`src/rtl/dcl_params.svh`:
```
`ifndef DCL_PARAMS_SVH
`define DCL_PARAMS_SVH
// ***************************************************************
// register indexes (byte address = index * 4)
// ***************************************************************
`define DCL_IDX_CTRL       10'h000
`define DCL_IDX_DACCLK     10'h001
`define DCL_IDX_REFCLK     10'h002
`define DCL_IDX_INTERP     10'h003
`define DCL_IDX_LINK       10'h004
`define DCL_IDX_STATUS     10'h005
`define DCL_IDX_COUNT      10'h006
`define DCL_IDX_LANE       10'h007
`define DCL_IDX_PAGE       10'h008
`define DCL_IDX_FEAT       10'h009
`define DCL_IDX_CAL        10'h00A
`define DCL_IDX_LO_DIV     10'h08B
`define DCL_IDX_REF_DIV    10'h08C
`define DCL_IDX_VCO_A      10'h1B5
`define DCL_IDX_VCO_B      10'h1BB
`define DCL_IDX_VCO_C      10'h1C5
// ***************************************************************
// clock plan limits, MHz; lane limits in Mbps, loop count limits unitless
// ***************************************************************
`define DCL_DAC_MIN        12'h1A4
`define DCL_DAC_LO1        12'h5DC
`define DCL_DAC_LO2        12'h2EE
`define DCL_DAC_MAX        12'hAF0
`define DCL_REF_B1         10'h050
`define DCL_REF_B2         10'h0A0
`define DCL_REF_B3         10'h140
`define DCL_REF_B4         10'h280
`define DCL_REF_MIN        10'h023
`define DCL_REF_MAX        10'h3E8
`define DCL_VCO_MIN        17'h01770
`define DCL_VCO_MAX        17'h02EE0
`define DCL_VCO_B1         17'h0189C
`define DCL_VCO_B2         17'h01C52
`define DCL_CNT_MIN        16'h0006
`define DCL_CNT_MAX        16'h007F
`define DCL_RATE_FULL      12'h424
`define DCL_RATE_X4        12'h2BC
`define DCL_RATE_X8        12'h15E
`define DCL_LANE_MIN       20'h005A0
`define DCL_LANE_MAX       20'h02990
`define DCL_LANE_MULT      20'h00014
// ***************************************************************
// vco tuning values per band
// ***************************************************************
`define DCL_VCO_A_LO       8'h08
`define DCL_VCO_A_HI       8'h09
`define DCL_VCO_B_LO       8'h03
`define DCL_VCO_B_HI       8'h13
`define DCL_VCO_C_LO       8'h07
`define DCL_VCO_C_HI       8'h06
// ***************************************************************
// interpolation codes, sample format, feature reset values
// ***************************************************************
`define DCL_INTERP_X1      8'h00
`define DCL_INTERP_X2      8'h01
`define DCL_INTERP_X4      8'h03
`define DCL_INTERP_X8      8'h04
`define DCL_SAMPLE_BITS    5'h10
`define DCL_K_LONG         6'h20
`define DCL_K_SHORT        6'h10
`define DCL_FEAT_RESET     32'h00001B02
`define DCL_GAIN_TENTH_DB  8'h1B
`endif

```
`src/rtl/dcl_pkg.sv`:
```
`default_nettype none
`include "dcl_params.svh"
package dcl_pkg;
  // one row of the operating mode table
  typedef struct packed {
    logic       ok;          // mode exists
    logic       single_only; // not allowed with two links
    logic       k_long_only; // multiframe must be long
    logic [2:0] m;           // converters
    logic [3:0] l;           // lanes
    logic [1:0] l_log;       // log2 of lanes
    logic [2:0] f;           // octets per frame
    logic [1:0] s;           // samples per frame
  } dcl_mode_t;

  // mode table lookup shared by both ends
  function automatic dcl_mode_t dcl_mode(input logic [3:0] mode);
    dcl_mode_t r;
    r = '0;
    r.ok = 1'b1;
    case (mode)
      4'h0: r = '{1'b1, 1'b1, 1'b1, 3'h4, 4'h8, 2'h3, 3'h1, 2'h1};
      4'h1: r = '{1'b1, 1'b1, 1'b0, 3'h4, 4'h8, 2'h3, 3'h2, 2'h2};
      4'h2: r = '{1'b1, 1'b1, 1'b0, 3'h4, 4'h4, 2'h2, 3'h2, 2'h1};
      4'h3: r = '{1'b1, 1'b1, 1'b0, 3'h4, 4'h2, 2'h1, 3'h4, 2'h1};
      4'h4: r = '{1'b1, 1'b0, 1'b1, 3'h2, 4'h4, 2'h2, 3'h1, 2'h1};
      4'h5: r = '{1'b1, 1'b0, 1'b0, 3'h2, 4'h4, 2'h2, 3'h2, 2'h2};
      4'h6: r = '{1'b1, 1'b0, 1'b0, 3'h2, 4'h2, 2'h1, 3'h2, 2'h1};
      4'h7: r = '{1'b1, 1'b0, 1'b0, 3'h2, 4'h1, 2'h0, 3'h4, 2'h1};
      4'h9: r = '{1'b1, 1'b0, 1'b1, 3'h1, 4'h2, 2'h1, 3'h1, 2'h1};
      4'hA: r = '{1'b1, 1'b0, 1'b0, 3'h1, 4'h1, 2'h0, 3'h2, 2'h1};
      default: r = '0;
    endcase
    return r;
  endfunction
endpackage
`default_nettype wire

```
`src/rtl/dcl_link_if.sv`:
```
`default_nettype none
// link parameters as the transmitter announces them
interface dcl_link_if;
  logic       tx_valid;     // transmitter parameters stable
  logic [3:0] tx_mode;      // operating mode
  logic       tx_two_link;  // two links
  logic       tx_scramble;  // scrambling on
  logic       tx_subclass;  // deterministic latency
  logic [3:0] tx_l;         // lanes
  logic [2:0] tx_f;         // octets per frame
  logic [5:0] tx_k;         // frames per multiframe
  logic [2:0] tx_m;         // converters
  logic [4:0] tx_n;         // resolution
  logic [4:0] tx_np;        // bits per sample
  logic [1:0] tx_s;         // samples per frame
  logic       tx_hd;        // high density
  logic       link_enable;  // receiver armed
  logic       rx_match;     // receiver agrees with transmitter
  modport dac (input tx_valid, tx_mode, tx_two_link, tx_scramble,
               tx_subclass, tx_l, tx_f, tx_k, tx_m, tx_n, tx_np,
               tx_s, tx_hd, output link_enable, rx_match);
  modport tx (output tx_valid, tx_mode, tx_two_link, tx_scramble,
              tx_subclass, tx_l, tx_f, tx_k, tx_m, tx_n, tx_np,
              tx_s, tx_hd, input link_enable, rx_match);
endinterface
`default_nettype wire

```
`src/rtl/dcl_dac_end.sv`:
```
// Local design decision: the APB register port.
`default_nettype none
`include "dcl_params.svh"
// Overview of operation
// - lo divider by dac clock band
// - ref divider code sets power-of-two factor
// - vco is dac clock times 2^(lo+1), 6-12 GHz
// - loop count from clocks, 6 to 127
// - vco tuning values chosen by vco band
// - zero to three doubling interpolation stages
// - interpolation codes 0,1,3,4 only
// - data rate limit per interpolation mode
// - transmitter parameters must match receiver
// - single-link modes 0-3 table
// - single or dual modes 4-7, 9, 10 table
// - lane rate 20*data*M/L, 1.44-10.64 Gbps
// - high density set exactly when F is 1
// - N and NP are always 16
// - K 32 for modes 0,4,9 else 16/32
// - features paged, writable any time; calibration unpaged
// - feature reset values fixed
// - dual link uses identical parameters
module dcl_dac_end (
  // apb slave
  input  wire logic        pclk,
  input  wire logic        presetn,
  input  wire logic        psel,
  input  wire logic        penable,
  input  wire logic        pwrite,
  input  wire logic [11:0] paddr,
  input  wire logic [31:0] pwdata,
  output logic             pready,
  output logic [31:0]      prdata,
  output logic             pslverr,
  // configuration results
  output logic             cfg_valid,
  output logic [7:0]       interp_code,
  // link side
  dcl_link_if.dac          link
);
  // ***************************************************************
  // register storage
  // ***************************************************************
  logic [11:0] dac_mhz;      // dac clock, MHz
  logic [9:0]  ref_mhz;      // reference clock, MHz
  logic [8:0]  link_cfg;     // mode/two/scr/klong/subclass/enable
  logic        page;         // dual page select
  logic [31:0] feat [2];     // per-dual optional features
  logic        self_cal;     // unpaged calibration enable
  logic [7:0]  lo_reg;       // clock_lo_divider
  logic [7:0]  ref_reg;      // clock_ref_divider
  logic [7:0]  vco_a;        // vco_tuning_a
  logic [7:0]  vco_b;        // vco_tuning_b
  logic [7:0]  vco_c;        // vco_tuning_c
  logic [7:0]  status;       // latched check results
  logic [15:0] count_q;      // latched loop count
  logic [19:0] lane_q;       // latched lane rate, Mbps

  // ***************************************************************
  // clock plan
  // ***************************************************************
  logic [1:0]  lo_sel;       // computed lo divider code
  logic [2:0]  ref_sel;      // computed ref divider code
  logic [16:0] vco_mhz;      // vco frequency
  logic [15:0] count;        // feedback loop count
  logic        vco_ok;
  logic        cnt_ok;

  // band decode of dac clock
  always_comb begin
    if (dac_mhz >= `DCL_DAC_LO1) begin
      lo_sel = 2'h1;
    end else if (dac_mhz >= `DCL_DAC_LO2) begin
      lo_sel = 2'h2;
    end else begin
      lo_sel = 2'h3;
    end
  end

  // band decode of reference; factor is 2^code
  always_comb begin
    if (ref_mhz < `DCL_REF_B1) begin
      ref_sel = 3'h0;
    end else if (ref_mhz < `DCL_REF_B2) begin
      ref_sel = 3'h1;
    end else if (ref_mhz < `DCL_REF_B3) begin
      ref_sel = 3'h2;
    end else if (ref_mhz < `DCL_REF_B4) begin
      ref_sel = 3'h3;
    end else begin
      ref_sel = 3'h4;
    end
  end

  // shift amount kept at three bits: code 3 must multiply by 16
  assign vco_mhz = {5'h00, dac_mhz} << (3'(lo_sel) + 3'h1);
  assign vco_ok  = (vco_mhz >= `DCL_VCO_MIN)
                 & (vco_mhz <= `DCL_VCO_MAX);
  // a zero reference would divide by zero, so it is forced invalid
  assign count = (ref_mhz == 10'h000) ? 16'h0000 :
                 16'(({4'h0, dac_mhz} << ref_sel)
                     / {5'h00, ref_mhz, 1'b0});
  assign cnt_ok = (count >= `DCL_CNT_MIN) & (count <= `DCL_CNT_MAX)
                & (dac_mhz >= `DCL_DAC_MIN) & (dac_mhz <= `DCL_DAC_MAX)
                & (ref_mhz >= `DCL_REF_MIN)
                & (ref_mhz <= `DCL_REF_MAX);

  // ***************************************************************
  // datapath rate and link
  // ***************************************************************
  dcl_pkg::dcl_mode_t row;   // table row of selected mode
  logic [1:0]  ip_log;       // number of doubling stages
  logic        ip_ok;        // interpolation code defined
  logic [11:0] rate_max;     // data rate limit
  logic [11:0] data_mhz;     // data rate
  logic [19:0] lane_mbps;    // lane rate
  logic        rate_ok;
  logic        lane_ok;
  logic        k_ok;
  logic        mode_ok;
  logic        match;

  // interpolation code decode
  always_comb begin
    ip_ok    = 1'b1;
    ip_log   = 2'h0;
    rate_max = `DCL_RATE_FULL;
    case (interp_code)
      `DCL_INTERP_X1: ip_log = 2'h0;
      `DCL_INTERP_X2: ip_log = 2'h1;
      `DCL_INTERP_X4: begin
        ip_log   = 2'h2;
        rate_max = `DCL_RATE_X4;
      end
      `DCL_INTERP_X8: begin
        ip_log   = 2'h3;
        rate_max = `DCL_RATE_X8;
      end
      default: ip_ok = 1'b0;
    endcase
  end

  assign row       = dcl_pkg::dcl_mode(link_cfg[3:0]);
  assign data_mhz  = dac_mhz >> ip_log;
  assign rate_ok   = ip_ok & (data_mhz <= rate_max);
  assign lane_mbps = (20'(data_mhz) * `DCL_LANE_MULT
                      * 20'(row.m)) >> row.l_log;
  assign lane_ok   = (lane_mbps >= `DCL_LANE_MIN)
                   & (lane_mbps <= `DCL_LANE_MAX);
  assign k_ok      = link_cfg[6] | ~row.k_long_only;
  assign mode_ok   = row.ok & ~(row.single_only & link_cfg[4]);
  // receiver and transmitter must agree on every parameter
  assign match = link.tx_valid
    & (link.tx_mode == link_cfg[3:0])
    & (link.tx_two_link == link_cfg[4])
    & (link.tx_scramble == link_cfg[5])
    & (link.tx_subclass == link_cfg[7])
    & (link.tx_k == (link_cfg[6] ? `DCL_K_LONG : `DCL_K_SHORT))
    & (link.tx_l == row.l) & (link.tx_f == row.f)
    & (link.tx_m == row.m) & (link.tx_s == row.s)
    & (link.tx_hd == (row.f == 3'h1))
    & (link.tx_n == `DCL_SAMPLE_BITS)
    & (link.tx_np == `DCL_SAMPLE_BITS);

  // check results are latched so all outputs come from flops
  always_ff @(posedge pclk or negedge presetn) begin
    if (!presetn) begin
      status     <= 8'h00;
      count_q    <= 16'h0000;
      lane_q     <= 20'h00000;
      cfg_valid  <= 1'b0;
      link.rx_match <= 1'b0;
    end else begin
      status  <= {match, mode_ok, rate_ok, k_ok, lane_ok, cnt_ok, vco_ok,
                  vco_ok & cnt_ok & lane_ok & k_ok & rate_ok & mode_ok};
      count_q <= count;
      lane_q  <= lane_mbps;
      cfg_valid <= vco_ok & cnt_ok & lane_ok & k_ok
                 & rate_ok & mode_ok;
      link.rx_match <= match;
    end
  end

  // ***************************************************************
  // apb slave: one wait-free access phase, answer registered
  // ***************************************************************
  logic [9:0]  idx;          // word index
  logic        wr_en;        // write takes effect
  logic        known;        // address decodes
  logic [31:0] rd_val;       // read mux
  assign idx   = paddr[11:2];
  assign wr_en = psel & penable & pready & pwrite;

  // read decode, also tells whether an index is mapped
  always_comb begin
    known  = 1'b1;
    rd_val = 32'h00000000;
    case (idx)
      `DCL_IDX_CTRL:    rd_val = 32'h00000000;
      `DCL_IDX_DACCLK:  rd_val = {20'h00000, dac_mhz};
      `DCL_IDX_REFCLK:  rd_val = {22'h000000, ref_mhz};
      `DCL_IDX_INTERP:  rd_val = {24'h000000, interp_code};
      `DCL_IDX_LINK:    rd_val = {23'h000000, link_cfg};
      `DCL_IDX_STATUS:  rd_val = {24'h000000, status};
      `DCL_IDX_COUNT:   rd_val = {16'h0000, count_q};
      `DCL_IDX_LANE:    rd_val = {12'h000, lane_q};
      `DCL_IDX_PAGE:    rd_val = {31'h00000000, page};
      `DCL_IDX_FEAT:    rd_val = feat[page];
      `DCL_IDX_CAL:     rd_val = {31'h00000000, self_cal};
      `DCL_IDX_LO_DIV:  rd_val = {24'h000000, lo_reg};
      `DCL_IDX_REF_DIV: rd_val = {24'h000000, ref_reg};
      `DCL_IDX_VCO_A:   rd_val = {24'h000000, vco_a};
      `DCL_IDX_VCO_B:   rd_val = {24'h000000, vco_b};
      `DCL_IDX_VCO_C:   rd_val = {24'h000000, vco_c};
      default:          known  = 1'b0;
    endcase
  end

  // pready rises in the cycle after setup; data latched with it
  always_ff @(posedge pclk or negedge presetn) begin
    if (!presetn) begin
      pready  <= 1'b0;
      prdata  <= 32'h00000000;
      pslverr <= 1'b0;
    end else begin
      pready  <= psel & ~penable;
      prdata  <= (psel & ~penable & ~pwrite) ? rd_val : 32'h00000000;
      pslverr <= psel & ~penable & ~known;
    end
  end

  // ***************************************************************
  // register writes
  // ***************************************************************
  logic hit_ok;              // mapped write
  assign hit_ok = wr_en & known;

  // clock and link settings; interpolation frozen while link_cfg enable bit 8 is set
  always_ff @(posedge pclk or negedge presetn) begin
    if (!presetn) begin
      dac_mhz     <= 12'h000;
      ref_mhz     <= 10'h000;
      interp_code <= 8'h00;
      link_cfg    <= 9'h000;
      page        <= 1'b0;
      self_cal    <= 1'b0;
    end else if (hit_ok) begin
      case (idx)
        `DCL_IDX_DACCLK: dac_mhz <= pwdata[11:0];
        `DCL_IDX_REFCLK: ref_mhz <= pwdata[9:0];
        `DCL_IDX_INTERP: begin
          if (!link_cfg[8]) begin
            interp_code <= pwdata[7:0];
          end
        end
        `DCL_IDX_LINK:   link_cfg <= pwdata[8:0];
        `DCL_IDX_PAGE:   page     <= pwdata[0];
        `DCL_IDX_CAL:    self_cal <= pwdata[0];
        default:         page     <= page;
      endcase
    end
  end

  // optional features, one set per dual, open at any time
  genvar gi;
  generate
    for (gi = 0; gi < 2; gi++) begin : g_feat
      always_ff @(posedge pclk or negedge presetn) begin
        if (!presetn) begin
          feat[gi] <= `DCL_FEAT_RESET;
        end else if (hit_ok && idx == `DCL_IDX_FEAT && page == gi) begin
          feat[gi] <= pwdata;
        end
      end
    end
  endgenerate

  // documented divider and tuning registers; writing ctrl bit 0
  // loads them from the computed plan
  always_ff @(posedge pclk or negedge presetn) begin
    if (!presetn) begin
      lo_reg  <= 8'h00;
      ref_reg <= 8'h00;
      vco_a   <= 8'h00;
      vco_b   <= 8'h00;
      vco_c   <= 8'h00;
    end else if (hit_ok && idx == `DCL_IDX_CTRL && pwdata[0]) begin
      lo_reg  <= {6'h00, lo_sel};
      ref_reg <= {5'h00, ref_sel};
      if (vco_mhz < `DCL_VCO_B1) begin
        vco_a <= `DCL_VCO_A_LO;
        vco_b <= `DCL_VCO_B_LO;
        vco_c <= `DCL_VCO_C_LO;
      end else if (vco_mhz < `DCL_VCO_B2) begin
        vco_a <= `DCL_VCO_A_HI;
        vco_b <= `DCL_VCO_B_LO;
        vco_c <= `DCL_VCO_C_HI;
      end else begin
        vco_a <= `DCL_VCO_A_HI;
        vco_b <= `DCL_VCO_B_HI;
        vco_c <= `DCL_VCO_C_HI;
      end
    end else if (hit_ok) begin
      case (idx)
        `DCL_IDX_LO_DIV:  lo_reg  <= pwdata[7:0];
        `DCL_IDX_REF_DIV: ref_reg <= pwdata[7:0];
        `DCL_IDX_VCO_A:   vco_a   <= pwdata[7:0];
        `DCL_IDX_VCO_B:   vco_b   <= pwdata[7:0];
        `DCL_IDX_VCO_C:   vco_c   <= pwdata[7:0];
        default:          vco_a   <= vco_a;
      endcase
    end
  end

  // receiver armed only when the whole set checks out
  always_ff @(posedge pclk or negedge presetn) begin
    if (!presetn) begin
      link.link_enable <= 1'b0;
    end else begin
      link.link_enable <= link_cfg[8] & cfg_valid;
    end
  end
endmodule
`default_nettype wire

```
`src/flat_wrapper.sv`:
```
// flat-port wrapper written by rule: the top's interface ports become plain ports
module dcl_dac_end_flat 
  (pclk, presetn, psel, penable, pwrite, paddr, pwdata, pready, prdata, pslverr, cfg_valid, interp_code, link_tx_valid, link_tx_mode, link_tx_two_link, link_tx_scramble, link_tx_subclass, link_tx_l, link_tx_f, link_tx_k, link_tx_m, link_tx_n, link_tx_np, link_tx_s, link_tx_hd, link_link_enable, link_rx_match);
  dcl_link_if link_i ();
  input  wire logic pclk;
  input  wire logic presetn;
  input  wire logic psel;
  input  wire logic penable;
  input  wire logic pwrite;
  input  wire logic [11:0] paddr;
  input  wire logic [31:0] pwdata;
  output logic pready;
  output logic [31:0] prdata;
  output logic pslverr;
  output logic cfg_valid;
  output logic [7:0] interp_code;
  input wire logic [$bits(link_i.tx_valid)-1:0] link_tx_valid;
  input wire logic [$bits(link_i.tx_mode)-1:0] link_tx_mode;
  input wire logic [$bits(link_i.tx_two_link)-1:0] link_tx_two_link;
  input wire logic [$bits(link_i.tx_scramble)-1:0] link_tx_scramble;
  input wire logic [$bits(link_i.tx_subclass)-1:0] link_tx_subclass;
  input wire logic [$bits(link_i.tx_l)-1:0] link_tx_l;
  input wire logic [$bits(link_i.tx_f)-1:0] link_tx_f;
  input wire logic [$bits(link_i.tx_k)-1:0] link_tx_k;
  input wire logic [$bits(link_i.tx_m)-1:0] link_tx_m;
  input wire logic [$bits(link_i.tx_n)-1:0] link_tx_n;
  input wire logic [$bits(link_i.tx_np)-1:0] link_tx_np;
  input wire logic [$bits(link_i.tx_s)-1:0] link_tx_s;
  input wire logic [$bits(link_i.tx_hd)-1:0] link_tx_hd;
  output wire logic [$bits(link_i.link_enable)-1:0] link_link_enable;
  output wire logic [$bits(link_i.rx_match)-1:0] link_rx_match;
  assign link_i.tx_valid = link_tx_valid;
  assign link_i.tx_mode = link_tx_mode;
  assign link_i.tx_two_link = link_tx_two_link;
  assign link_i.tx_scramble = link_tx_scramble;
  assign link_i.tx_subclass = link_tx_subclass;
  assign link_i.tx_l = link_tx_l;
  assign link_i.tx_f = link_tx_f;
  assign link_i.tx_k = link_tx_k;
  assign link_i.tx_m = link_tx_m;
  assign link_i.tx_n = link_tx_n;
  assign link_i.tx_np = link_tx_np;
  assign link_i.tx_s = link_tx_s;
  assign link_i.tx_hd = link_tx_hd;
  assign link_link_enable = link_i.link_enable;
  assign link_rx_match = link_i.rx_match;
  dcl_dac_end u_core (.pclk(pclk), .presetn(presetn), .psel(psel), .penable(penable), .pwrite(pwrite), .paddr(paddr), .pwdata(pwdata), .pready(pready), .prdata(prdata), .pslverr(pslverr), .cfg_valid(cfg_valid), .interp_code(interp_code), .link(link_i));
endmodule
```
`config.mk`:
```
export PLATFORM = sky130hd
export DESIGN_NAME = dcl_dac_end_flat
export DESIGN_NICKNAME = d
export VERILOG_FILES = /design/src/rtl/dcl_pkg.sv /design/src/rtl/dcl_link_if.sv /design/src/rtl/dcl_dac_end.sv /design/src/flat_wrapper.sv
export VERILOG_INCLUDE_DIRS = /design/src /design/src/rtl
export SDC_FILE = /design/constraint.sdc
export NUM_CORES = 1
export LEC_CHECK = 0
export BUFFER_PORTS_ARGS = -buffer_cell sky130_fd_sc_hd__buf_2
export CAP_MARGIN = 5
export CELL_PAD_IN_SITES_DETAIL_PLACEMENT = 1
export CELL_PAD_IN_SITES_GLOBAL_PLACEMENT = 1
export CORE_MARGIN = 10
export CORE_UTILIZATION = 45
export CTS_BUF_LIST = sky130_fd_sc_hd__clkbuf_2
export CTS_CLUSTER_DIAMETER = 120
export DETAILED_ROUTE_END_ITERATION = 7
export PLACE_DENSITY = 0.87
export SLEW_MARGIN = 25
export SYNTH_ARGS = -nofsm -noshare
export SYNTH_HDL_FRONTEND = slang
export SYNTH_SLANG_ARGS = --single-unit
```
`constraint.sdc`:
```
create_clock -name pclk -period 31.4 [get_ports pclk]
set_input_delay 1.57 -clock pclk [delete_from_list [all_inputs] [get_ports pclk]]
set_output_delay 1.57 -clock pclk [all_outputs]
set_load 0.005 [all_outputs]
```
Word level (Yosys, flattened, before mapping)
Memories as Yosys holds them, arrays and structs flattened. Index checks and enable logic that the tools add are counted.

Bits in registers: 226. ROM bits: 272. Output and inout port bits: 45. Logic and storage cells: 189. Bits of input ports: 86. Memories: 1.

Memory list: (name not given) (depth 16, bits a word 17, rd ports 1, clocked after Yosys merged registers in 0, wr ports 0, RTL line dcl_pkg.sv:21) `case (mode)`.

Mux-type cells: 36. $add $sub $neg: 1. Divide/modulo/power cells: 1. Shifts and indexed selects: 4. Reduce and logical (&&, ||, !) cells: 27. Multipliers: 2. Magnitude comparators: 20. Equal/unequal tests: 31. Bitwise operators: 44.

Operators with widths (number): case mux 32 bit (15 select lines) (1); two-way mux 32 bit (4); two-way mux 8 bit (16); == test 10 x 3 -> 1 bit (second input constant) (4); bitwise AND 1 bit (35); < comparator 17 x 13 -> 1 bit (second input constant) (2); == test 10 x 4 -> 1 bit (second input constant) (3); == test 10 x 9 -> 1 bit (second input constant) (3); case mux 11 bit (2 select lines) (1); == test 10 x 2 -> 1 bit (second input constant) (2); == test 10 x 8 -> 1 bit (second input constant) (2); >= comparator 20 x 11 -> 1 bit (second input constant) (1); less-or-equal comparator 20 x 14 -> 1 bit (second input constant) (1); zero test 10 bit (2); AND reduction 2 bit (10); >> shifter 20 x 2 -> 20 bit (1); multiplier 15 x 3 -> 18 bit (1); >= comparator 17 x 13 -> 1 bit (second input constant) (1); less-or-equal comparator 17 x 14 -> 1 bit (second input constant) (1); << shifter 12 x 3 -> 17 bit (1); divider 16 x 11 -> 16 bit (1); >= comparator 16 x 3 -> 1 bit (second input constant) (1); less-or-equal comparator 16 x 7 -> 1 bit (second input constant) (1); two-way mux 16 bit (1); 42 further kinds (70).

Depth between registers and ports, before layout
Gate-level depths: netlist of the first run.

Word-level depth: 19. Mapped depth: 131.

Worst setup path after synthesis of the first run
OpenSTA, ideal clock, no wires.

Kind: register to register. From: reg u_core.ref_mhz[7]. To: reg u_core.count_q[0]. Period minus slack after synthesis: 26340 ps. Arrival: 26211 ps. Path buffers: 10. Path slack: 5060 ps. Setup time: 129 ps. Data required time: 31271 ps. Stages on the path, launching flop included: 123. Path through: dfrtp_1 -> buf_4 -> o21a_1 -> and2_1 -> ha_1 -> nor2_1 -> a31o_2 -> ha_1 -> o21a_1 -> o211ai_1 -> mux2_2 -> ha_1 -> a21oi_1 -> nand2_1 -> nand2_1 -> nor2_1 -> or2_2 -> ha_1 -> [... 87 more ...] -> o211ai_1 -> nand2_1 -> a31oi_1 -> nor2b_1 -> nand2_1 -> mux2i_1 -> o21ai_4 -> mux2_2 -> ha_1 -> a21boi_0 -> o21a_1 -> o21a_1 -> o21a_1 -> o21ai_0 -> a21oi_1 -> or3_1 -> a211o_1 -> o41a_1.

Cells in the longest elaborated chain, start to end: 8.

Ends and longest elaborated chain: start, declared (RTL line dcl_dac_end.sv:45) `logic [9:0] ref_mhz;`; start signal, assigned (RTL line dcl_dac_end.sv:250) `` `DCL_IDX_REFCLK: ref_mhz <= pwdata[9:0]; ``; < comparator 10 bit (no source line); two-way mux 3 bit (RTL line dcl_dac_end.sv:88) `` end else if (ref_mhz < `DCL_REF_B4) begin ``; two-way mux 3 bit (RTL line dcl_dac_end.sv:86) `` end else if (ref_mhz < `DCL_REF_B3) begin ``; two-way mux 3 bit (RTL line dcl_dac_end.sv:84) `` end else if (ref_mhz < `DCL_REF_B2) begin ``; two-way mux 3 bit (RTL line dcl_dac_end.sv:82) `` if (ref_mhz < `DCL_REF_B1) begin ``; << shifter 12 x 3 -> 16 bit (RTL line dcl_dac_end.sv:101) `16'(({4'h0, dac_mhz} << ref_sel)`; divider 16 x 11 -> 16 bit (RTL line dcl_dac_end.sv:102) `/ {5'h00, ref_mhz, 1'b0});`; two-way mux 16 bit (*) (RTL line dcl_dac_end.sv:100) `assign count = (ref_mhz == 10'h000) ? 16'h0000 :`; named net u_core.count[0] (RTL line dcl_dac_end.sv:65) `logic [15:0] count;`; end signal, assigned (RTL line dcl_dac_end.sv:176) `count_q <= count;`; end, declared (RTL line dcl_dac_end.sv:56) `logic [15:0] count_q;`.

Mark *: on every way through the listed nets, which the timed path passes. The rest lies on a longest branch. A chain may end at the register's enable or synchronous reset.

Worst setup path in the final report of the first run
From: reg u_core.ref_mhz[8]. To: reg u_core.count_q[0].

The elaborated chain is that of the path after synthesis.

==> results of run 1 <==
[what timing repair did]
action,4_1_cts,5_1_grt
hold buffers,0,0
resized for setup,0,19
endpoints found under the setup margin,0,1
setup buffers,0,14
[area by class of cell]
class	count	share of cell area (%)
multi-input combinational	1643	60.0
sequential	224	27.4
timing repair buffer	175	5.11
tap	532	3.25
clock buffer	88	2.15
inverter	86	1.63
clock inverter	8	0.330
antenna	6	0.0733
[synth_stat cells (all sizes together), types with 9 or more instances]
library cell,number
dfrtp,214
nor2,178
nand2,171
mux2,160
ha,157
a21oi,129
o21ai,98
inv,84
mux2i,78
clkbuf,73
nor3,63
o21a,63
xnor2,44
nand3,43
a21o,36
and2,26
xor2,26
nor2b,24
a221oi,23
o211ai,19
and3,18
buf,18
nand2b,18
a31oi,17
a22oi,16
fa,15
or3,15
nor4,13
a211oi,12
or2,12
a2111oi,10
a22o,10
a31o,10
dfstp,10
o21bai,10
a222oi,9
[power by group through the flow]
| stage | combinational (mW) | clock (mW) | sequential (mW) |
|---|---|---|---|
| floorplan | 0.00489 | 0 | 0.294 |
| global placement | 0.0199 | 0 | 0.294 |
| CTS | 0.0216 | 0.208 | 0.289 |
| finish | 0.0229 | 0.213 | 0.289 |
| detailed placement | 0.0210 | 0 | 0.294 |
| global route | 0.0246 | 0.227 | 0.289 |
[metal layers]
| metal | routed length (um) | vias to the layer above |
|---|---|---|
| li1 | - | 7810 |
| met4 | 4140 | 0 |
| met2 | 33500 | 914 |
| met1 | 26900 | 8987 |
| met3 | 6050 | 325 |
| met5 | 0 | - |
[per-stage QoR]
step                      util [%]  setup TNS [ns]  hold WS (ns)  total power, mW
after floorplan                  -               0         0.426            0.299
after global placement        48.4               0         0.464            0.314
after detailed placement      48.4               0         0.492            0.315
after CTS                     49.6               0         0.497            0.518
after global routing          50.3          -0.162         0.531            0.541
final                         50.3               0         0.517            0.525
[final timing paths]
kind / startpoint / cells past startpoint / end
worst max-delay path: u_core.ref_mhz[8] / 121 / u_core.count_q[0]
worst min-delay path: u_core.feat[54] / 1 / u_core.feat[54]
worst max register to register: u_core.ref_mhz[8] / 121 / u_core.count_q[0]
worst min register to register: u_core.feat[54] / 1 / u_core.feat[54]
max in group asynchronous: presetn / 2 / u_core.lane_q[2]
min in group asynchronous: presetn / 1 / u_core.self_cal
[cells by family (layout without fill, tap and decap cells)]
kind of cell    count (synthesis)  in the layout  share of synthesized area, %
simple gates                  619            619                          16.0
xor+xnor                       70             70                          3.31
fa+ha+maj                     173            173                          12.3
compound gates                540            540                          20.0
buf+inv                       177            357                          3.73
other cells                     1              7                        0.0203
mux                           240            240                          14.2
flops                         224            224                          30.4
[worst register-to-register path, delay by kind of cell (launching register included)]
kind	cells	cell delay, ns
fa+ha+maj	15	4.67
flops	1	0.58
simple gates	22	5.08
mux	6	2.11
compound gates	74	16.60
buf+inv	4	0.86
==> results.sh, run 1 <==
export IMPL_grt_pass1_wl_um=108000
export IMPL_gr_total_overflow=0
export IMPL_cp_num_buf_inv=4
export IMPL_slew_headroom_pct=24.7
export IMPL_slowest_stage="dfrtp_1"
export IMPL_top_register="u_core.feat"
export IMPL_worstSetupPathType="reg2reg"
export IMPL_placedInstanceArea_mm2=0.0197
export IMPL_cts_root_buf="clkbuf_2"
export IMPL_largest_reg_flops=64
export IMPL_areaGrowthSynthToFinish_pct=10.8
export IMPL_track_usage_pct=26.6
export IMPL_p_leak_nw=10.1
export IMPL_syn_area_mm2=0.0185
export IMPL_fin_crit_ns=30.05
export IMPL_antenna_found_initial=8
export IMPL_io_pins=131
export IMPL_crit_path_max_fanout=20
export IMPL_cp_arrival_ns=30.77
export IMPL_synth_area_top_cells="dfrtp_1 29%, ha_1 11%, mux2_2 9.7%, mux2i_1 4.2%, nor2_1 3.6%"
export IMPL_seq_area_mm2=0.00562
export IMPL_drt_iter0_drc=2004
export IMPL_port_buffers=128
export IMPL_dieArea_mm2=0.0496
export IMPL_final_common_cell="dfrtp_1"
export IMPL_cts_buffer_depth=3
export IMPL_regToRegSetupSlack_ns=1.35
export IMPL_vdd_drop_max_mv=0.0196
export IMPL_numCtsBuffers=54
export IMPL_setup_viol=0
export IMPL_setup_ws_ns=1.35
export IMPL_timing_final_crit_share_pct=95.7
export IMPL_hpwl_um=48700
export IMPL_globalRouteMet2Util_pct=44.9
export IMPL_dp_slack_ns=0.226
export IMPL_clk_pin_slew_ns=0.13
export IMPL_hold_viol=0
export IMPL_synth_top_cell_area_share_pct=29.0
export IMPL_yosysWarnings=0
export IMPL_fin_cells=2762
export IMPL_synth_cell_type_count=93
export IMPL_seq_power_share_pct=55.0
export IMPL_initial_core_util_pct=45.4
export IMPL_async_flop_share_pct=100
export IMPL_grt_util_met1_pct=31.3
export IMPL_core_region_area_mm2=0.0407
export IMPL_dpl_cell_count=2644
export IMPL_grt_max_degree=145
export IMPL_drt_first_pass_iters=6
export IMPL_ys_seq_area_share_pct=30.4
export IMPL_drc=0
export IMPL_place_gp_congestion=0.908
export IMPL_clock_latency_ns=0.92
export IMPL_p_switching_uw=148
export IMPL_final_area_mm2=0.0205
export IMPL_clkPwrFrac_pct=40.6
export IMPL_tightestPinTransition_ns=1.13
export IMPL_cap_viol_max_count=0
export IMPL_syn_num_nets=2302
export IMPL_fin_skew_ns=0.0992
export IMPL_worst_setup_path_start_kind="flop"
export IMPL_drive_above_1_share_pct=22.8
export IMPL_synth_avg_cell_area_um2=9.05
export IMPL_vias=18000
export IMPL_reg_largest_list="u_core.feat: 64 flops, u_core.prdata: 32 flops, u_core.lane_q: 20 flops"
export IMPL_wire_per_inst_um=25.6
export IMPL_combPwrFrac_pct=4.4
export IMPL_final_cell_mix="210 x dfrtp_1, 176 x nor2_1, 170 x nand2_1"
export IMPL_crit_family="compound AO/OA/AOI/OAI gates"
export IMPL_path_common_cell="o21a_1"
export IMPL_intPower_uw=377
export IMPL_ys_flop_type="dfrtp_1"
export IMPL_hold_path_class="reg2reg"
export IMPL_max_stage_delay_ns=0.58
export IMPL_cp_end_kind="flop"
export IMPL_synth_edff_count=0
export IMPL_yosysTopAreaCell="dfrtp_1"
export IMPL_ant_nets=0
export IMPL_ys_ff_latch=224
export IMPL_rows=74
export IMPL_cts_tree="built"
export IMPL_die_w_um=223
export IMPL_drt_wl_total_um=70700
export IMPL_syn_inst=2044
export IMPL_timing_fmax_mhz=33.3
export IMPL_final_nets=2442
export IMPL_maxSlewViolCount=0
export IMPL_grtUsageMet3_pct=6.14
export IMPL_multi_input_area_mm2=0.0123
export IMPL_required_ns=32.12
export IMPL_cts_sinks=224
export IMPL_fp_dieH_um=223
export IMPL_grt_pass1_vias=18900
export IMPL_vias_per_cell=6.53
export IMPL_grt_most_used_layer="met2"
export IMPL_status="complete, no violations"
export IMPL_htree_levels=2
export IMPL_nFillCells=4794
export IMPL_p_sw_share_pct=28.1
export IMPL_pwr_density_cell_mw_per_mm2=25.6
Note: power is estimated with default switching activity, not from simulation.
==> inputs of run 2 (changes only) <==
ABC_AREA = 1   (was default)
PLACE_DENSITY = 0.9   (was 0.87)
==> results.sh, run 2 <==
export IMPL_hold_depth=2
export IMPL_cts_hold_buf=0
export IMPL_async_flop_share_pct=100
export IMPL_maxSlewViolCount=0
export IMPL_synth_adder_area_share_pct=12.6
export IMPL_worst_setup_path_start_kind="flop"
export IMPL_wl_met2_um=32300
export IMPL_hold_viol=0
export IMPL_utilization_pct=50.5
export IMPL_path_common_cell="nand2_1"
export IMPL_fin_crit_ns=29.10
export IMPL_drive_above_1_share_pct=14.7
export IMPL_timing_final_crit_share_pct=92.7
export IMPL_hold_path_class="reg2reg"
export IMPL_timing_fmax_mhz=34.4
export IMPL_synth_area_top_cells="dfrtp_1 30%, nand2_1 13%, ha_1 11%, o21ai_0 7.5%, inv_1 6.8%"
export IMPL_yosys_area_share_simple_pct=23.5
export IMPL_clk_pin_slew_ns=0.14
export IMPL_timing_rr_start="u_core.ref_mhz[7]"
export IMPL_final_common_cell="nand2_1"
export IMPL_slowest_stage="dfrtp_2"
export IMPL_drt_first_pass_iters=8
export IMPL_top_layer="met5"
export IMPL_ys_seq_area_share_pct=31.3
export IMPL_port_buffers=128
export IMPL_fp_dieH_um=220
export IMPL_vias_per_cell=5.80
export IMPL_setup_viol=0
export IMPL_final_cell_mix="607 x nand2_1, 321 x inv_1, 260 x o21ai_0"
export IMPL_dieArea_mm2=0.0483
export IMPL_slew_headroom_pct=35.3
export IMPL_setup_ws_ns=2.30
export IMPL_clock_latency_ns=0.85
export IMPL_yosysTopAreaCell="dfrtp_1"
export IMPL_route_met3_wl_um=3730
export IMPL_vias=18300
export IMPL_synth_mux_area_share_pct=0.746
export IMPL_synth_top_cell_area_share_pct=29.8
export IMPL_grt_pass1_vias=19100
export IMPL_dp_slack_ns=-0.484
export IMPL_drt_wl_total_um=65100
export IMPL_cts_buffer_depth=3
export IMPL_worstSetupPathType="reg2reg"
export IMPL_cp_arrival_ns=29.80
export IMPL_required_ns=32.10
export IMPL_r2r_end="u_core.count_q[0]"
export IMPL_cts_root_buf="clkbuf_2"
export IMPL_tightestPinTransition_ns=0.961
export IMPL_grt_max_degree=143
export IMPL_syn_num_nets=2699
export IMPL_place_gp_congestion=0.964
export IMPL_cap_viol_max_count=0
export IMPL_ys_flop_type="dfrtp_1"
export IMPL_largest_reg_flops=64
export IMPL_regToRegSetupSlack_ns=2.30
export IMPL_synth_most_common_cell="nand2_1"
export IMPL_antenna_found_initial=2
export IMPL_drc=0
export IMPL_synth_avg_cell_area_um2=7.35
export IMPL_max_stage_delay_ns=0.51
export IMPL_yosysWarnings=0
export IMPL_synth_edff_count=0
export IMPL_grt_pass1_wl_um=101000
export IMPL_cts_sinks=224
export IMPL_final_nets=2856
export IMPL_syn_area_mm2=0.0179
export IMPL_die_w_um=220
export IMPL_core_region_area_mm2=0.0395
export IMPL_synth_top_family_by_area="simple AND/OR/NAND/NOR gates"
export IMPL_synth_compound_area_share_pct=18.8
export IMPL_ant_nets=0
export IMPL_synth_common_cells="609 x nand2_1, 323 x inv_1, 269 x o21ai_0, 214 x dfrtp_1, 157 x ha_1"
export IMPL_initial_core_util_pct=45.4
export IMPL_gr_total_overflow=0
export IMPL_drt_iter0_drc=1428
export IMPL_drt_met1_wl_um=26000
export IMPL_htree_levels=2
export IMPL_r2r_cells=189
export IMPL_numCtsBuffers=50
export IMPL_rows=73
export IMPL_io_pins=131
export IMPL_ys_ff_latch=224
export IMPL_status="complete, no violations"
export IMPL_wire_per_inst_um=20.6
export IMPL_track_usage_pct=25.7
export IMPL_synth_xor_area_share_pct=4.15
export IMPL_syn_inst=2441
export IMPL_cp_end_kind="flop"
export IMPL_tns_ns=0
export IMPL_hpwl_um=48400
export IMPL_areaGrowthSynthToFinish_pct=11.2
export IMPL_fin_skew_ns=0.0358
export IMPL_worstHoldEndpoint="u_core.feat[3]"
export IMPL_synth_cell_type_count=72
export IMPL_reg_largest_list="u_core.feat: 64 flops, u_core.prdata: 32 flops, u_core.lane_q: 20 flops"
export IMPL_cts_tree="built"
export IMPL_crit_path_max_fanout=16
export IMPL_min_delay_start="u_core.feat[3]"
export IMPL_top_register="u_core.feat"
## run 2: cell families (layout without fill, tap and decap cells)
logic type               count (synthesis)  count (layout)
multiplexers                            13              13
AND/OR/NAND/NOR                        971             972
XOR/XNOR                                85              85
flip-flops                             224             224
other                                    1               3
buffers and inverters                  413             606
adder cells (fa/ha/maj)                172             172
AO/OA/AOI/OAI                          562             562
## run 2: timing repair
| action | CTS | global route |
|---|---|---|
| cloned | 0 | 1 |
| setup buffers | 0 | 31 |
| resized for setup | 2 | 38 |
| setup endpoints to repair | 1 | 4 |
| pin swaps | 0 | 9 |
## run 2: how the worst max path moves through the flow
stage | startpoint | to | slack (ns) | cells past startpoint
after floorplan | u_core.ref_mhz[7] | u_core.count_q[0] | 4.81 | 194
after global placement | u_core.ref_mhz[7] | u_core.count_q[0] | 1.76 | 181
after detailed placement | u_core.ref_mhz[9] | u_core.count_q[0] | -0.48 | 184
after CTS | u_core.ref_mhz[7] | u_core.count_q[0] | 0.07 | 183
after global routing | u_core.ref_mhz[7] | u_core.count_q[0] | -0.28 | 188
final | u_core.ref_mhz[7] | u_core.count_q[0] | 2.30 | 189
## run 2: area by class of cell
cell class,instances,area (um2)
inverter,340,1290
fill,5132,19600
sequential,224,5620
clock buffer,69,345
tap,525,657
antenna,2,5.00
timing repair buffer,177,1050
clock inverter,20,77.6
multi-input combinational,1805,10900
## run 2: metrics by stage
stage | instance area, um2 | instances | hold slack [ns]
floorplan | 17900 | 2441 | 0.446
CTS | 19500 | 3127 | 0.496
finish | 20000 | 3162 | 0.492
detailed placement | 19100 | 3038 | 0.472
global placement | 19100 | 3038 | 0.461
global route | 20000 | 3161 | 0.524
## run 2: critical path, delay by kind of cell, from the launching register on
family,cells,cell delay [ns]
compound gates,81,13.72
fa+ha+maj,15,4.32
buf+inv,28,2.70
flops,1,0.51
simple gates,65,7.61
## run 2: layer usage
layer / vias up / track usage (%)
met3: 190 / 3.30
met4: 2 / 12.0
met2: 603 / 45.5
met1: 9148 / 30.5
met5: - / 0
li1: 8402 / -
Power of run 2 is left out: the tool's default activity adds up to more than one toggle a clock period on the data nets, which glitch-free logic cannot reach.
==> inputs of run 3 (changes only) <==
BUFFER_PORTS_ARGS = default   (was -buffer_cell sky130_fd_sc_hd__buf_2)
DONT_BUFFER_PORTS = 1   (was default)
PLACE_DENSITY = 0.86   (was 0.9)
==> results.sh, run 3 (synthesis results as in run 2) <==
export IMPL_status="complete, no violations"
export IMPL_max_stage_delay_ns=0.51
export IMPL_reg_largest_list="u_core.feat: 64 flops, u_core.prdata: 32 flops, u_core.lane_q: 20 flops"
export IMPL_worst_setup_path_start_kind="flop"
export IMPL_core_region_area_mm2=0.0395
export IMPL_grt_max_degree=225
export IMPL_hpwl_um=47800
export IMPL_htree_levels=2
export IMPL_drt_wl_total_um=62700
export IMPL_top_register="u_core.feat"
export IMPL_cap_viol_max_count=0
export IMPL_vias_per_cell=5.77
export IMPL_final_nets=2724
export IMPL_setup_viol=0
export IMPL_worstSetupPathType="reg2reg"
export IMPL_die_w_um=220
export IMPL_fin_skew_ns=0.0979
export IMPL_dp_slack_ns=0.125
export IMPL_place_gp_congestion=0.956
export IMPL_final_common_cell="nand2_1"
export IMPL_cts_sinks=224
export IMPL_hold_viol=0
export IMPL_slowest_stage="dfrtp_2"
export IMPL_regToRegSetupSlack_ns=2.42
export IMPL_wire_per_inst_um=20.7
export IMPL_track_usage_pct=25.1
export IMPL_final_cell_mix="607 x nand2_1, 321 x inv_1, 259 x o21ai_0"
export IMPL_cp_arrival_ns=29.66
export IMPL_rows=73
export IMPL_holdWs_ns=0.421
export IMPL_antenna_found_initial=1
export IMPL_timing_final_crit_share_pct=92.3
export IMPL_io_pins=131
export IMPL_cts_buffer_depth=3
export IMPL_largest_reg_flops=64
export IMPL_path_common_cell="nand2_1"
export IMPL_tns_ns=0
export IMPL_hold_path_class="in2async"
export IMPL_vias=17500
export IMPL_required_ns=32.09
export IMPL_areaGrowthSynthToFinish_pct=7.35
export IMPL_setup_ws_ns=2.42
export IMPL_drt_first_pass_iters=7
export IMPL_dieArea_mm2=0.0483
export IMPL_cp_end_kind="flop"
export IMPL_cts_hold_buf=0
export IMPL_grt_pass1_vias=18400
export IMPL_maxSlewViolCount=0
export IMPL_r2r_cells=187
export IMPL_numCtsBuffers=50
export IMPL_slew_headroom_pct=37.0
export IMPL_drive_above_1_share_pct=10.6
export IMPL_clk_pin_slew_ns=0.12
export IMPL_port_buffers=0
export IMPL_crit_path_max_fanout=16
export IMPL_gr_total_overflow=0
export IMPL_timing_fmax_mhz=34.5
export IMPL_fp_dieH_um=220
export IMPL_fin_crit_ns=28.98
export IMPL_drc=0
export IMPL_ant_nets=0
export IMPL_initial_core_util_pct=45.4
export IMPL_grt_pass1_wl_um=98400
export IMPL_cts_tree="built"
export IMPL_cts_root_buf="clkbuf_2"
export IMPL_drt_iter0_drc=1171
export IMPL_clock_latency_ns=0.85
export IMPL_tightestPinTransition_ns=0.937
-- run 3: cell types whose count changed in the layout (fill, tap and decap cells not counted), sizes merged --
| cell | delta |
|---|---|
| buf | -133 |
| clkbuf | +3 |
| a21oi | +1 |
| clkinvlp | +1 |
| diode | -1 |
-- run 3: cell type report --
type / count / area (um2)
clock inverter: 21 / 93.8
timing repair buffer: 44 / 330
tap: 525 / 657
sequential: 224 / 5620
antenna: 1 / 2.50
multi-input combinational: 1806 / 10900
inverter: 340 / 1300
clock buffer: 72 / 360
fill: 5098 / 20300
-- run 3: worst paths after layout --
check,start,end
min in group pclk,u_core.vco_b[7],u_core.vco_b[7]
max in group asynchronous,presetn,u_core.link_cfg[5]
worst max register to register,u_core.ref_mhz[7],u_core.count_q[0]
worst min register to register,u_core.vco_b[7],u_core.vco_b[7]
worst min-delay path,presetn,u_core.vco_b[2]
worst max-delay path,u_core.ref_mhz[7],u_core.count_q[0]
-- run 3: critical path, delay by kind of cell (launching register included) --
family,cells,cell delay (ns)
AOI/OAI and AO/OA,81,13.73
and+or+nand+nor,63,7.46
adders and majority gates,15,4.13
buffers and inverters,28,2.91
DFF,1,0.51
-- run 3: per-layer routing --
layer  GRT usage (%)  up-vias  part of all wire (%)
met5               0        -                     0
met4            10.9        0                   4.2
met3            2.48      121                   4.6
met2            44.9      478                    50
met1            30.2     8771                    41
li1                -     8144                     -
-- run 3: metrics by stage --
stage | instances | cell area (um2) | util, %
after global routing | 3033 | 19300 | 48.7
after floorplan | 2441 | 17900 | -
after CTS | 3002 | 18900 | 47.8
after detailed placement | 2909 | 18400 | 46.6
after global placement | 2909 | 18400 | 46.6
final | 3033 | 19300 | 48.7
-- run 3: timing repair --
action                                 in CTS  in global routing
cloned                                      0                  2
gates resized for setup                     1                 41
pin swaps                                   0                  7
setup endpoints to repair                   1                  4
setup buffers                               0                 28
endpoints found under the hold margin       0                  0
Power of run 3 is left out for the same reason.
